[src/logic/sbd_pkg.sv]
// Purpose: Shared constants and carriers for the function BAR decoder.
// Assumes: 32-bit AHB-Lite register bus, word accesses only.
// Notes:   Offsets are byte addresses inside the register window.
package sbd_pkg;
    localparam int NUM_SLOTS = 6;
    localparam int NUM_VEC   = 8;
    localparam int SLOT_W    = 3;
    localparam int VEC_W     = 3;
    // Register map
    localparam logic [11:0] CTRL_OFS     = 12'h000;
    localparam logic [11:0] STAT_OFS     = 12'h004;
    localparam logic [11:0] CFG_OFS      = 12'h020;
    localparam logic [11:0] BASE_OFS     = 12'h040;
    localparam logic [11:0] TAB_OFS      = 12'h100;
    localparam logic [11:0] PBA_OFS      = 12'h180;
    // Control fields
    localparam int CTRL_DEV_LSB  = 0;
    localparam int CTRL_MSIX_LSB = 2;
    localparam int CTRL_FNMASK   = 4;
    localparam int CTRL_MSIX_EN  = 5;
    // Status fields
    localparam int STAT_ACT_LSB  = 0;
    localparam int STAT_ERR_LSB  = 8;
    localparam int STAT_LAST_LSB = 16;
    localparam int STAT_SEEN     = 19;
    // Slot config fields
    localparam int CFG_EN        = 0;
    localparam int CFG_IO        = 1;
    localparam int CFG_64        = 2;
    localparam int CFG_PF        = 3;
    localparam int CFG_SIZE_LSB  = 4;
    localparam int CFG_SIZE_W    = 6;
    // Window size limits as log2 of bytes
    localparam logic [5:0] MIN_STD_LOG2    = 6'h07;
    localparam logic [5:0] MIN_LEGACY_LOG2 = 6'h04;
    localparam logic [5:0] MAX_32_LOG2     = 6'h1f;
    localparam logic [5:0] MAX_64_LOG2     = 6'h3f;
    localparam int ROOT_SLOTS = 2;
    localparam logic [31:0] CFG_RESET = 32'h0000_0070;

    typedef enum logic [1:0] {
        DEV_ENDPOINT = 2'h0,
        DEV_LEGACY   = 2'h1,
        DEV_ROOT     = 2'h2
    } sbd_dev_type;

    typedef enum logic [1:0] {
        MSIX_NONE     = 2'h0,
        MSIX_EXTERNAL = 2'h1,
        MSIX_INTERNAL = 2'h2,
        MSIX_STREAM   = 2'h3
    } sbd_msix_type;

    typedef struct packed {
        logic                  en;
        logic                  io;
        logic                  is64;
        logic                  pf;
        logic [CFG_SIZE_W-1:0] sizeLog2;
    } sbd_cfg_type;

    typedef struct packed {
        logic        valid;
        logic        io;
        logic [63:0] addr;
    } sbd_req_type;

    typedef struct packed {
        logic              valid;
        logic              miss;
        logic [SLOT_W-1:0] slot;
        logic [63:0]       offset;
    } sbd_hit_type;

    typedef struct packed {
        logic             valid;
        logic [VEC_W-1:0] vec;
    } sbd_vreq_type;

    typedef struct packed {
        logic             valid;
        logic [VEC_W-1:0] vec;
        logic [63:0]      addr;
        logic [31:0]      data;
    } sbd_msg_type;
endpackage : sbd_pkg

[src/logic/sbd_bar_decode.sv]
// Purpose: BAR configuration, request decode and MSI-X storage option.
// Assumes: One AHB-Lite master, word transfers, requests on core_clk.
// Notes:   Decode result is registered one cycle after a request.
// Function
// - As an endpoint up to six 32-bit windows, or three 64-bit pairs.
// - As a root port only two 32-bit windows or one 64-bit window.
// - A 64-bit memory window takes the next slot for its upper address.
// - An I/O window is 32-bit, never prefetchable, legacy endpoint only.
// - A memory window may be 32-bit or 64-bit and may be prefetchable.
// - A window claims only requests of its own space, memory or I/O.
// - Standard endpoint sizes are 128 B to 2 GB or 128 B to 8 EB.
// - Legacy endpoint sizes start at 16 B with the same maxima.
// - Standard endpoint prefetchable windows but the last must be 64-bit.
// - Smallest window is 128 B standard and 16 B legacy.
// - Every slot has its own enable; unused slots stay disabled.
// - External MSI-X keeps the table and pending bits outside the block.
// - Internal MSI-X keeps the table and pending bits in this block.
`timescale 1ns/1ps
module sbd_bar_decode #(
    parameter int NUM_SLOTS = sbd_pkg::NUM_SLOTS,
    parameter int NUM_VEC   = sbd_pkg::NUM_VEC
) (
    input  wire logic                 core_clk,
    input  wire logic                 sys_rst,
    input  wire logic                 hsel,
    input  wire logic [31:0]          haddr,
    input  wire logic [1:0]           htrans,
    input  wire logic                 hwrite,
    input  wire logic [2:0]           hsize,
    input  wire logic [31:0]          hwdata,
    input  wire logic                 hready,
    output logic                      hreadyout,
    output logic [31:0]               hrdata,
    output logic                      hresp,
    input  wire sbd_pkg::sbd_req_type  reqIn,
    output sbd_pkg::sbd_hit_type       hitOut,
    input  wire sbd_pkg::sbd_vreq_type vecReqIn,
    output sbd_pkg::sbd_msg_type       msgOut,
    output sbd_pkg::sbd_msix_type      msixModeOut
);
    import sbd_pkg::*;

    sbd_dev_type           devMode_q;
    sbd_msix_type          msixMode_q;
    logic                  fnMask_q;
    logic                  msixEn_q;
    sbd_cfg_type           cfg_q    [NUM_SLOTS];
    logic [31:0]           base_q   [NUM_SLOTS];
    logic [31:0]           tab_q    [NUM_VEC*4];
    logic [NUM_VEC-1:0]    pba_q;
    logic [NUM_SLOTS-1:0]  active;
    logic [NUM_SLOTS-1:0]  cfgErr;
    logic [NUM_SLOTS-1:0]  upper;
    logic [SLOT_W-1:0]     lastSlot_q;
    logic                  seen_q;
    logic                  wrPend_q;
    logic                  rdPend_q;
    logic                  rdDone_q;
    logic [11:0]           addr_q;
    logic [31:0]           hrdata_q;
    sbd_hit_type           hit_q;
    sbd_msg_type           msg_q;
    logic                  accept;
    logic                  internalMsix;

    assign accept       = hsel & htrans[1] & hready;
    assign internalMsix = (msixMode_q == MSIX_INTERNAL);
    // Reads take one wait state so a write just before is already stored
    assign hreadyout    = ~(rdPend_q & ~rdDone_q);
    assign hrdata       = hrdata_q;
    assign hresp        = 1'b0;
    assign hitOut       = hit_q;
    assign msgOut       = msg_q;
    assign msixModeOut  = msixMode_q;

    // Byte mask of the bits that lie inside a window
    function automatic logic [63:0] winMask(input logic [5:0] sz);
        winMask = (64'h1 << sz) - 64'h1;
    endfunction : winMask

    function automatic logic [63:0] fullBase(input int i);
        logic [31:0] hi;
        hi = 32'h0;
        if (cfg_q[i].is64 && i < NUM_SLOTS - 1) begin
            hi = base_q[i+1];
        end
        fullBase = {hi, base_q[i]};
    endfunction : fullBase

    function automatic int tabIdx(input logic [11:0] a);
        tabIdx = int'(a[7:2]);
    endfunction : tabIdx

    // Slot legality from the current device mode
    always_comb begin
        logic       legacy;
        logic       bad;
        logic [5:0] minSz;
        logic [5:0] maxSz;
        legacy = 1'b0;
        bad    = 1'b0;
        minSz  = MIN_STD_LOG2;
        maxSz  = MAX_32_LOG2;
        for (int i = 0; i < NUM_SLOTS; i++) begin
            legacy = (devMode_q == DEV_LEGACY);
            bad    = 1'b0;
            upper[i] = (i > 0) ? (cfg_q[i-1].en && !cfg_q[i-1].io
                                  && cfg_q[i-1].is64) : 1'b0;
            if (devMode_q == DEV_ROOT && i >= ROOT_SLOTS) begin
                bad = 1'b1;
            end
            if (devMode_q == DEV_ROOT && cfg_q[i].is64 && i != 0) begin
                bad = 1'b1;
            end
            if (cfg_q[i].is64 && i == NUM_SLOTS - 1) begin
                bad = 1'b1;
            end
            if (cfg_q[i].io && (!legacy || cfg_q[i].is64
                                || cfg_q[i].pf)) begin
                bad = 1'b1;
            end
            minSz = legacy ? MIN_LEGACY_LOG2 : MIN_STD_LOG2;
            maxSz = (cfg_q[i].is64 && !cfg_q[i].io) ? MAX_64_LOG2
                                                     : MAX_32_LOG2;
            if (cfg_q[i].sizeLog2 < minSz
                || cfg_q[i].sizeLog2 > maxSz) begin
                bad = 1'b1;
            end
            if (!legacy && cfg_q[i].pf && !cfg_q[i].io && !cfg_q[i].is64
                && i != NUM_SLOTS - 1) begin
                bad = 1'b1;
            end
            active[i] = cfg_q[i].en && !upper[i] && !bad;
            cfgErr[i] = cfg_q[i].en && !upper[i] && bad;
        end
    end

    // Request decode, lowest slot wins on overlap
    always_ff @(posedge core_clk or posedge sys_rst) begin
        logic        found;
        logic [63:0] m;
        if (sys_rst) begin
            hit_q      <= '0;
            lastSlot_q <= '0;
            seen_q     <= 1'b0;
        end else begin
            found = 1'b0;
            m     = 64'h0;
            hit_q <= '0;
            if (reqIn.valid) begin
                for (int i = NUM_SLOTS - 1; i >= 0; i--) begin
                    m = winMask(cfg_q[i].sizeLog2);
                    if (active[i] && (reqIn.io == cfg_q[i].io)
                        && (cfg_q[i].is64 || reqIn.addr[63:32] == 32'h0)
                        && ((reqIn.addr & ~m) == (fullBase(i) & ~m))) begin
                        found         = 1'b1;
                        hit_q.slot   <= SLOT_W'(i);
                        hit_q.offset <= reqIn.addr & m;
                        lastSlot_q   <= SLOT_W'(i);
                    end
                end
                hit_q.valid <= found;
                hit_q.miss  <= ~found;
                if (found) begin
                    seen_q <= 1'b1;
                end
            end
        end
    end

    // Bus phases
    always_ff @(posedge core_clk or posedge sys_rst) begin
        if (sys_rst) begin
            wrPend_q <= 1'b0;
            rdPend_q <= 1'b0;
            rdDone_q <= 1'b0;
            addr_q   <= '0;
        end else begin
            wrPend_q <= 1'b0;
            if (rdPend_q && !rdDone_q) begin
                rdDone_q <= 1'b1;
            end
            if (rdDone_q) begin
                rdPend_q <= 1'b0;
                rdDone_q <= 1'b0;
            end
            if (accept) begin
                addr_q   <= {haddr[11:2], 2'b00};
                wrPend_q <= hwrite;
                rdPend_q <= ~hwrite;
                rdDone_q <= 1'b0;
            end
        end
    end

    // Read data captured during the wait state
    always_ff @(posedge core_clk or posedge sys_rst) begin
        logic [31:0] r;
        int          s;
        logic [63:0] wm;
        if (sys_rst) begin
            hrdata_q <= '0;
        end else if (rdPend_q && !rdDone_q) begin
            r = 32'h0;
            s = 0;
            if (addr_q == CTRL_OFS) begin
                r[CTRL_DEV_LSB +: 2]  = devMode_q;
                r[CTRL_MSIX_LSB +: 2] = msixMode_q;
                r[CTRL_FNMASK]        = fnMask_q;
                r[CTRL_MSIX_EN]       = msixEn_q;
            end else if (addr_q == STAT_OFS) begin
                r[STAT_ACT_LSB +: NUM_SLOTS]  = active;
                r[STAT_ERR_LSB +: NUM_SLOTS]  = cfgErr;
                r[STAT_LAST_LSB +: SLOT_W]    = lastSlot_q;
                r[STAT_SEEN]                  = seen_q;
            end else if (addr_q >= CFG_OFS
                         && addr_q < CFG_OFS + 12'(4*NUM_SLOTS)) begin
                s = int'(addr_q[11:2] - CFG_OFS[11:2]);
                r[CFG_EN]                     = cfg_q[s].en;
                r[CFG_IO]                     = cfg_q[s].io;
                r[CFG_64]                     = cfg_q[s].is64;
                r[CFG_PF]                     = cfg_q[s].pf;
                r[CFG_SIZE_LSB +: CFG_SIZE_W] = cfg_q[s].sizeLog2;
            end else if (addr_q >= BASE_OFS
                         && addr_q < BASE_OFS + 12'(4*NUM_SLOTS)) begin
                s = int'(addr_q[11:2] - BASE_OFS[11:2]);
                if (upper[s]) begin
                    r = base_q[s];
                end else begin
                    // Size probing: bits inside the window read as zero, apart from the type bits 0, 2 and 3
                    wm = winMask(cfg_q[s].sizeLog2);
                    r = base_q[s] & ~wm[31:0];
                    r[0] = cfg_q[s].io;
                    r[2] = cfg_q[s].is64 & ~cfg_q[s].io;
                    r[3] = cfg_q[s].pf & ~cfg_q[s].io;
                end
            end else if (internalMsix && addr_q >= TAB_OFS
                         && addr_q < TAB_OFS + 12'(16*NUM_VEC)) begin
                r = tab_q[tabIdx(addr_q - TAB_OFS)];
            end else if (internalMsix && addr_q == PBA_OFS) begin
                r[NUM_VEC-1:0] = pba_q;
            end
            hrdata_q <= r;
        end
    end

    // Control register
    always_ff @(posedge core_clk or posedge sys_rst) begin
        if (sys_rst) begin
            devMode_q  <= DEV_ENDPOINT;
            msixMode_q <= MSIX_NONE;
            fnMask_q   <= 1'b0;
            msixEn_q   <= 1'b0;
        end else if (wrPend_q && addr_q == CTRL_OFS) begin
            devMode_q  <= (hwdata[CTRL_DEV_LSB +: 2] == 2'h3)
                          ? DEV_ENDPOINT
                          : sbd_dev_type'(hwdata[CTRL_DEV_LSB +: 2]);
            msixMode_q <= sbd_msix_type'(hwdata[CTRL_MSIX_LSB +: 2]);
            fnMask_q   <= hwdata[CTRL_FNMASK];
            msixEn_q   <= hwdata[CTRL_MSIX_EN];
        end
    end

    // Slot configuration and base words
    always_ff @(posedge core_clk or posedge sys_rst) begin
        if (sys_rst) begin
            for (int i = 0; i < NUM_SLOTS; i++) begin
                // Field by field: the struct packs en at its top bit
                cfg_q[i].en       <= CFG_RESET[CFG_EN];
                cfg_q[i].io       <= CFG_RESET[CFG_IO];
                cfg_q[i].is64     <= CFG_RESET[CFG_64];
                cfg_q[i].pf       <= CFG_RESET[CFG_PF];
                cfg_q[i].sizeLog2 <= CFG_RESET[CFG_SIZE_LSB +: CFG_SIZE_W];
                base_q[i] <= 32'h0;
            end
        end else if (wrPend_q) begin
            for (int i = 0; i < NUM_SLOTS; i++) begin
                if (addr_q == CFG_OFS + 12'(4*i)) begin
                    cfg_q[i].en       <= hwdata[CFG_EN];
                    cfg_q[i].io       <= hwdata[CFG_IO];
                    cfg_q[i].is64     <= hwdata[CFG_64];
                    cfg_q[i].pf       <= hwdata[CFG_PF];
                    cfg_q[i].sizeLog2 <= hwdata[CFG_SIZE_LSB +: CFG_SIZE_W];
                end
                if (addr_q == BASE_OFS + 12'(4*i)) begin
                    base_q[i] <= hwdata;
                end
            end
        end
    end

    // MSI-X table, only reachable in the internal option
    always_ff @(posedge core_clk or posedge sys_rst) begin
        if (sys_rst) begin
            for (int v = 0; v < NUM_VEC*4; v++) begin
                tab_q[v] <= (v % 4 == 3) ? 32'h1 : 32'h0;
            end
        end else if (wrPend_q && internalMsix && addr_q >= TAB_OFS
                     && addr_q < TAB_OFS + 12'(16*NUM_VEC)) begin
            tab_q[tabIdx(addr_q - TAB_OFS)] <= hwdata;
        end
    end

    // Internal message issue and pending bits. A new request and a resend
    // are exclusive, so a set can never collide with a clear.
    always_ff @(posedge core_clk or posedge sys_rst) begin
        logic        sent;
        int          vi;
        if (sys_rst) begin
            pba_q <= '0;
            msg_q <= '0;
        end else begin
            sent  = 1'b0;
            vi    = 0;
            msg_q.valid <= 1'b0;
            if (!internalMsix || !msixEn_q) begin
                // External, stream and none keep no state here
                pba_q <= '0;
            end else if (vecReqIn.valid) begin
                vi = int'(vecReqIn.vec);
                if (fnMask_q || tab_q[vi*4+3][0]) begin
                    pba_q[vi] <= 1'b1;
                end else begin
                    sent = 1'b1;
                end
            end else begin
                for (int v = NUM_VEC - 1; v >= 0; v--) begin
                    if (pba_q[v] && !tab_q[v*4+3][0] && !fnMask_q) begin
                        vi   = v;
                        sent = 1'b1;
                    end
                end
                if (sent) begin
                    pba_q[vi] <= 1'b0;
                end
            end
            if (sent) begin
                msg_q.valid <= 1'b1;
                msg_q.vec   <= VEC_W'(vi);
                msg_q.addr  <= {tab_q[vi*4+1], tab_q[vi*4]};
                msg_q.data  <= tab_q[vi*4+2];
            end
        end
    end
endmodule : sbd_bar_decode

[config.mk]
export PLATFORM = sky130hd
export DESIGN_NAME = sbd_bar_decode
export DESIGN_NICKNAME = d
export VERILOG_FILES = /design/src/logic/sbd_pkg.sv /design/src/logic/sbd_bar_decode.sv
export SDC_FILE = /design/constraint.sdc
export NUM_CORES = 2
export LEC_CHECK = 0
export ABC_AREA = 1
export ABC_CLOCK_PERIOD_IN_PS = 111900
export BUFFER_PORTS_ARGS = -buffer_cell sky130_fd_sc_hd__buf_4
export CORE_MARGIN = 4
export CORE_UTILIZATION = 30
export DETAILED_ROUTE_END_ITERATION = 7
export HOLD_SLACK_MARGIN = 0.15
export PLACE_DENSITY_LB_ADDON = 0.3
export SLEW_MARGIN = 20
export SYNTH_ARGS = -nofsm -noshare
export SYNTH_HDL_FRONTEND = slang
export SYNTH_SLANG_ARGS = --single-unit
[constraint.sdc]
create_clock -name core_clk -period 111.9 [get_ports core_clk]
set_input_delay 5.595 -clock core_clk [delete_from_list [all_inputs] [get_ports core_clk]]
set_output_delay 5.595 -clock core_clk [all_outputs]
set_load 0.03 [all_outputs]
==> summary.md <==
| Metric | Value |
|---|---|
| Wire per inst | `about 33 µm` |
| GPL Wtd Cong | `around 1.1` |
| Clock sink total | `1508` |
| Multi-input gate area | `0.05077 mm²` |
| TritonCTS clock tree | `done` |
| Drt initial violations | `14720` |
| Most frequent cells in the layout | `3600 x nand2_1, 1844 x o21ai_0, 1481 x dfrtp_1` |
| Period utilization | `under 10%` |
| Sequential area share after synthesis | `39.80%` |
| Residual DRC | `0` |
| Routed Antenna Nets | `0` |
| WL final | `586800 µm` |
| Total CTS buffers | `180` |
| Share of cells above drive strength 1 | `8.500%` |
| Largest net degree at the start of global routing | `151` |
| Avg Synthesized Cell Area | `~7.1 µm²` |
| Final Hold Slack | `0.4696 ns` |
| Final instance area | `0.1070 mm²` |
| H-tree depth | `4` |
| Longest Clk Path Bufs | `4` |
| Worst Clk Skew | `0.1018 ns` |
| Final min period | `approximately 11 ns` |
| Worst r2r src | `cfg_q[45]$_DFFE_PP0P_` |
| DP Area | `0.1008 mm²` |
| Layout Nets | `13360` |
| DR pass1 iterations | `6` |
| Hold Crit Class | `reg -> reg` |
| Final TNS setup | `0 ns` |
| Static Leakage | `55.75 nW` |
| Ports | `349` |
| WHS Path Cells | `2` |
| First-pass GRT wire length | `797400 µm` |
| Worst Path Arrival | `between 10 and 15 ns` |
| Slew Limit Fails | `0` |
| Mapped cell area | `0.09491 mm²` |
| Crit path max fanout | `35` |
| Vias | `between 100k and 150k` |
| CTS root buffer | `clkbuf_16` |
| F_max | `92.58 MHz` |
| Critical setup path kind | `in -> reg` |
| Fin util | `roughly a third` |
| Die X | `570.5 µm` |
| Initial antenna violation count | `57` |
| Hold_sp | `msgOut[97]$_DFFE_PP0P_` |
| Clock Latency Late Sink | `0.92 ns` |
| Die Y-Extent | `about 570 µm` |
| Area growth syn-to-layout | `12.72%` |
| Number of synthesized flops with an enable pin | `0` |
| Critical R2R Capture | `hitOut[30]$_DFF_PP0_` |
| PD cells | `roughly 13 mW/mm²` |
| Post-DP HPWL | `417900 µm` |
| Core Box Area | `0.3150 mm²` |
| Hold EP | `msgOut[97]$_DFFE_PP0P_` |
| Reg area | `0.03777 mm²` |
| Final hold vios | `0` |
| Initial core utilization | `30.13%` |
| Vias per inst | `5.833` |
| Worst Tran Pin Value | `1.191 ns` |
| Setup repair bufs after CTS | `0` |
| Synth async-reset ratio | `100.0%` |
| Status | `completed` |
| Hold buffers post-CTS | `0` |
| Via count of the first global-routing pass | `94880` |
| Cells after Synth | `13440` |
| Critical Path End Type | `flop` |
| Unrepaired setup endpoints after global routing | `no` |
| Filler instances | `34840` |
| Gr usage total | `a little over a third` |
| Number of port buffers | `321` |
| R2r setup slk | `103.67 ns` |
| Max_cap viols | `0` |
| Grt total ovfl | `0` |
| Crit path launch type | `input port` |
| Peak supply drop | `0.01161 mV` |
| Synth warn | `0` |
| Synthesized flop and latch total | `1508` |
| FF-to-FF path depth | `27` |
| Reg clk slew, reported paths | `0.06 ns` |
| Cell variety after synth | `74` |
| Slew HR | `20.02%` |
| Power Total | `1.395 mW` |
| Setup-failing EPs final | `0` |
| DIE AREA | `about 0.33 mm²` |
| Most used flip-flop cell after synthesis | `dfrtp_1` |
| Post-CTS sizing | `0` |
| Critical Path RT | `~110 ns` |
| Commonest non-fill, non-tap cell in the layout | `nand2_1` |
| Row cnt | `206` |
## cell families after synthesis
group | Yosys count | share of synthesized area, %
buffers and inverters | 1736 | 7.198
other | 1 | 0.003951
AOI/OAI and AO/OA | 3023 | 17.96
xor gates and xnor gates | 338 | 3.119
and+or+nand+nor | 6577 | 29.18
adders and majority gates | 19 | 0.2505
DFF | 1508 | 39.80
muxes | 236 | 2.492
## worst max-delay path: stages
cell	delay (ns)
buf_4	0.21
clkinv_1	0.31
nand3_1	0.31
nor2_1	0.17
nand2_1	0.07
nor2_2	0.08
buf_4	0.29
inv_1	0.12
nand2_1	0.16
nand4_1	0.12
nor3b_1	0.65
nand3_1	0.23
nor3_1	0.61
nand4_1	0.26
nor2_4	0.32
buf_4	0.43
inv_2	0.22
buf_4	0.36
nor2_1	0.16
nor2_1	0.05
a21oi_1	0.65
## per-layer routing
layer	wire, µm	vias to the layer above	global-route usage, %
met5	217	-	0
li1	-	44810	-
met2	248900	5906	52.26
met1	234100	50060	45.14
met4	48070	24	22.99
met3	55490	1397	7.267
## worst max path at each step
stage                             end  slack (ns)       from
2_1_floorplan  addr_q[10]$_DFFE_PP0P_       63.81    sys_rst
3_3_place_gp     hitOut[19]$_DFF_PP0_      100.66  reqIn[42]
3_5_place_dp     hitOut[19]$_DFF_PP0_      100.65  reqIn[42]
4_1_cts          hitOut[30]$_DFF_PP0_      101.55  reqIn[42]
5_1_grt          hitOut[30]$_DFF_PP0_      101.40  reqIn[42]
6_report         hitOut[18]$_DFF_PP0_      101.10  reqIn[42]
## state kept, by name (all words and copies together), names as in the netlist
| name | flops |
|---|---|
| msixEn_q | 1 |
| hrdata | 32 |
| msgOut | 100 |
| fnMask_q | 1 |
| seen_q | 1 |
| rdDone_q | 1 |
| wrPend_q | 1 |
| base_q | 192 |
| msixModeOut | 2 |
| addr_q | 10 |
| tab_q | 1024 |
| devMode_q | 2 |
| pba_q | 8 |
| hitOut | 69 |
| cfg_q | 60 |
| lastSlot_q | 3 |
| rdPend_q | 1 |
## power by group
| group | total (mW) | internal (mW) | switching [mW] |
|---|---|---|---|
| sequential | 0.559 | 0.552 | 0.00736 |
| combinational | 0.211 | 0.0436 | 0.167 |
| clock | 0.624 | 0.364 | 0.260 |
## area by class of cell
class / instances / share of cell area (%)
well taps: 4160 / 4.865
repair buffers: 533 / 3.822
diodes: 18 / 0.04210
multi-input cells: 10200 / 47.46
inverters: 780 / 2.764
clock buffers: 253 / 4.851
clock inverters: 72 / 0.8947
flip-flops and latches: 1508 / 35.31
## cells in the mapped netlist (22+ instances only)
cell type | instances | area share, %
inv_2 | 66 | 0.26
buf_1 | 85 | 0.34
xor2_1 | 289 | 2.7
a22oi_1 | 91 | 0.72
o211ai_1 | 46 | 0.36
xnor2_1 | 49 | 0.45
o221ai_1 | 28 | 0.26
buf_2 | 83 | 0.44
nand2_1 | 3636 | 14
o21ai_0 | 1844 | 9.7
buf_4 | 31 | 0.25
or2_2 | 40 | 0.26
dfrtp_1 | 1482 | 39
nor3_1 | 105 | 0.55
inv_1 | 690 | 2.7
o21ai_1 | 47 | 0.25
dfstp_2 | 26 | 0.72
o32ai_1 | 89 | 0.82
nand3b_1 | 41 | 0.32
a41oi_1 | 29 | 0.27
a221oi_1 | 27 | 0.25
nor2_1 | 1300 | 5.1
a21oi_1 | 245 | 1.3
mux2i_1 | 234 | 2.5
nor2_2 | 43 | 0.28
nand4_1 | 288 | 1.9
clkbuf_1 | 745 | 2.9
nand3_1 | 1002 | 5.3
o22ai_1 | 453 | 3.0
clkinv_1 | 22 | 0.087
## per-stage QoR
step	worst slack, ns	cells
6_report	101.10	17520
3_5_place_dp	100.65	17180
5_1_grt	101.40	17500
4_1_cts	101.55	17500
2_1_floorplan	63.81	13440
3_3_place_gp	100.66	17180
(Power assumes the default switching activity.)
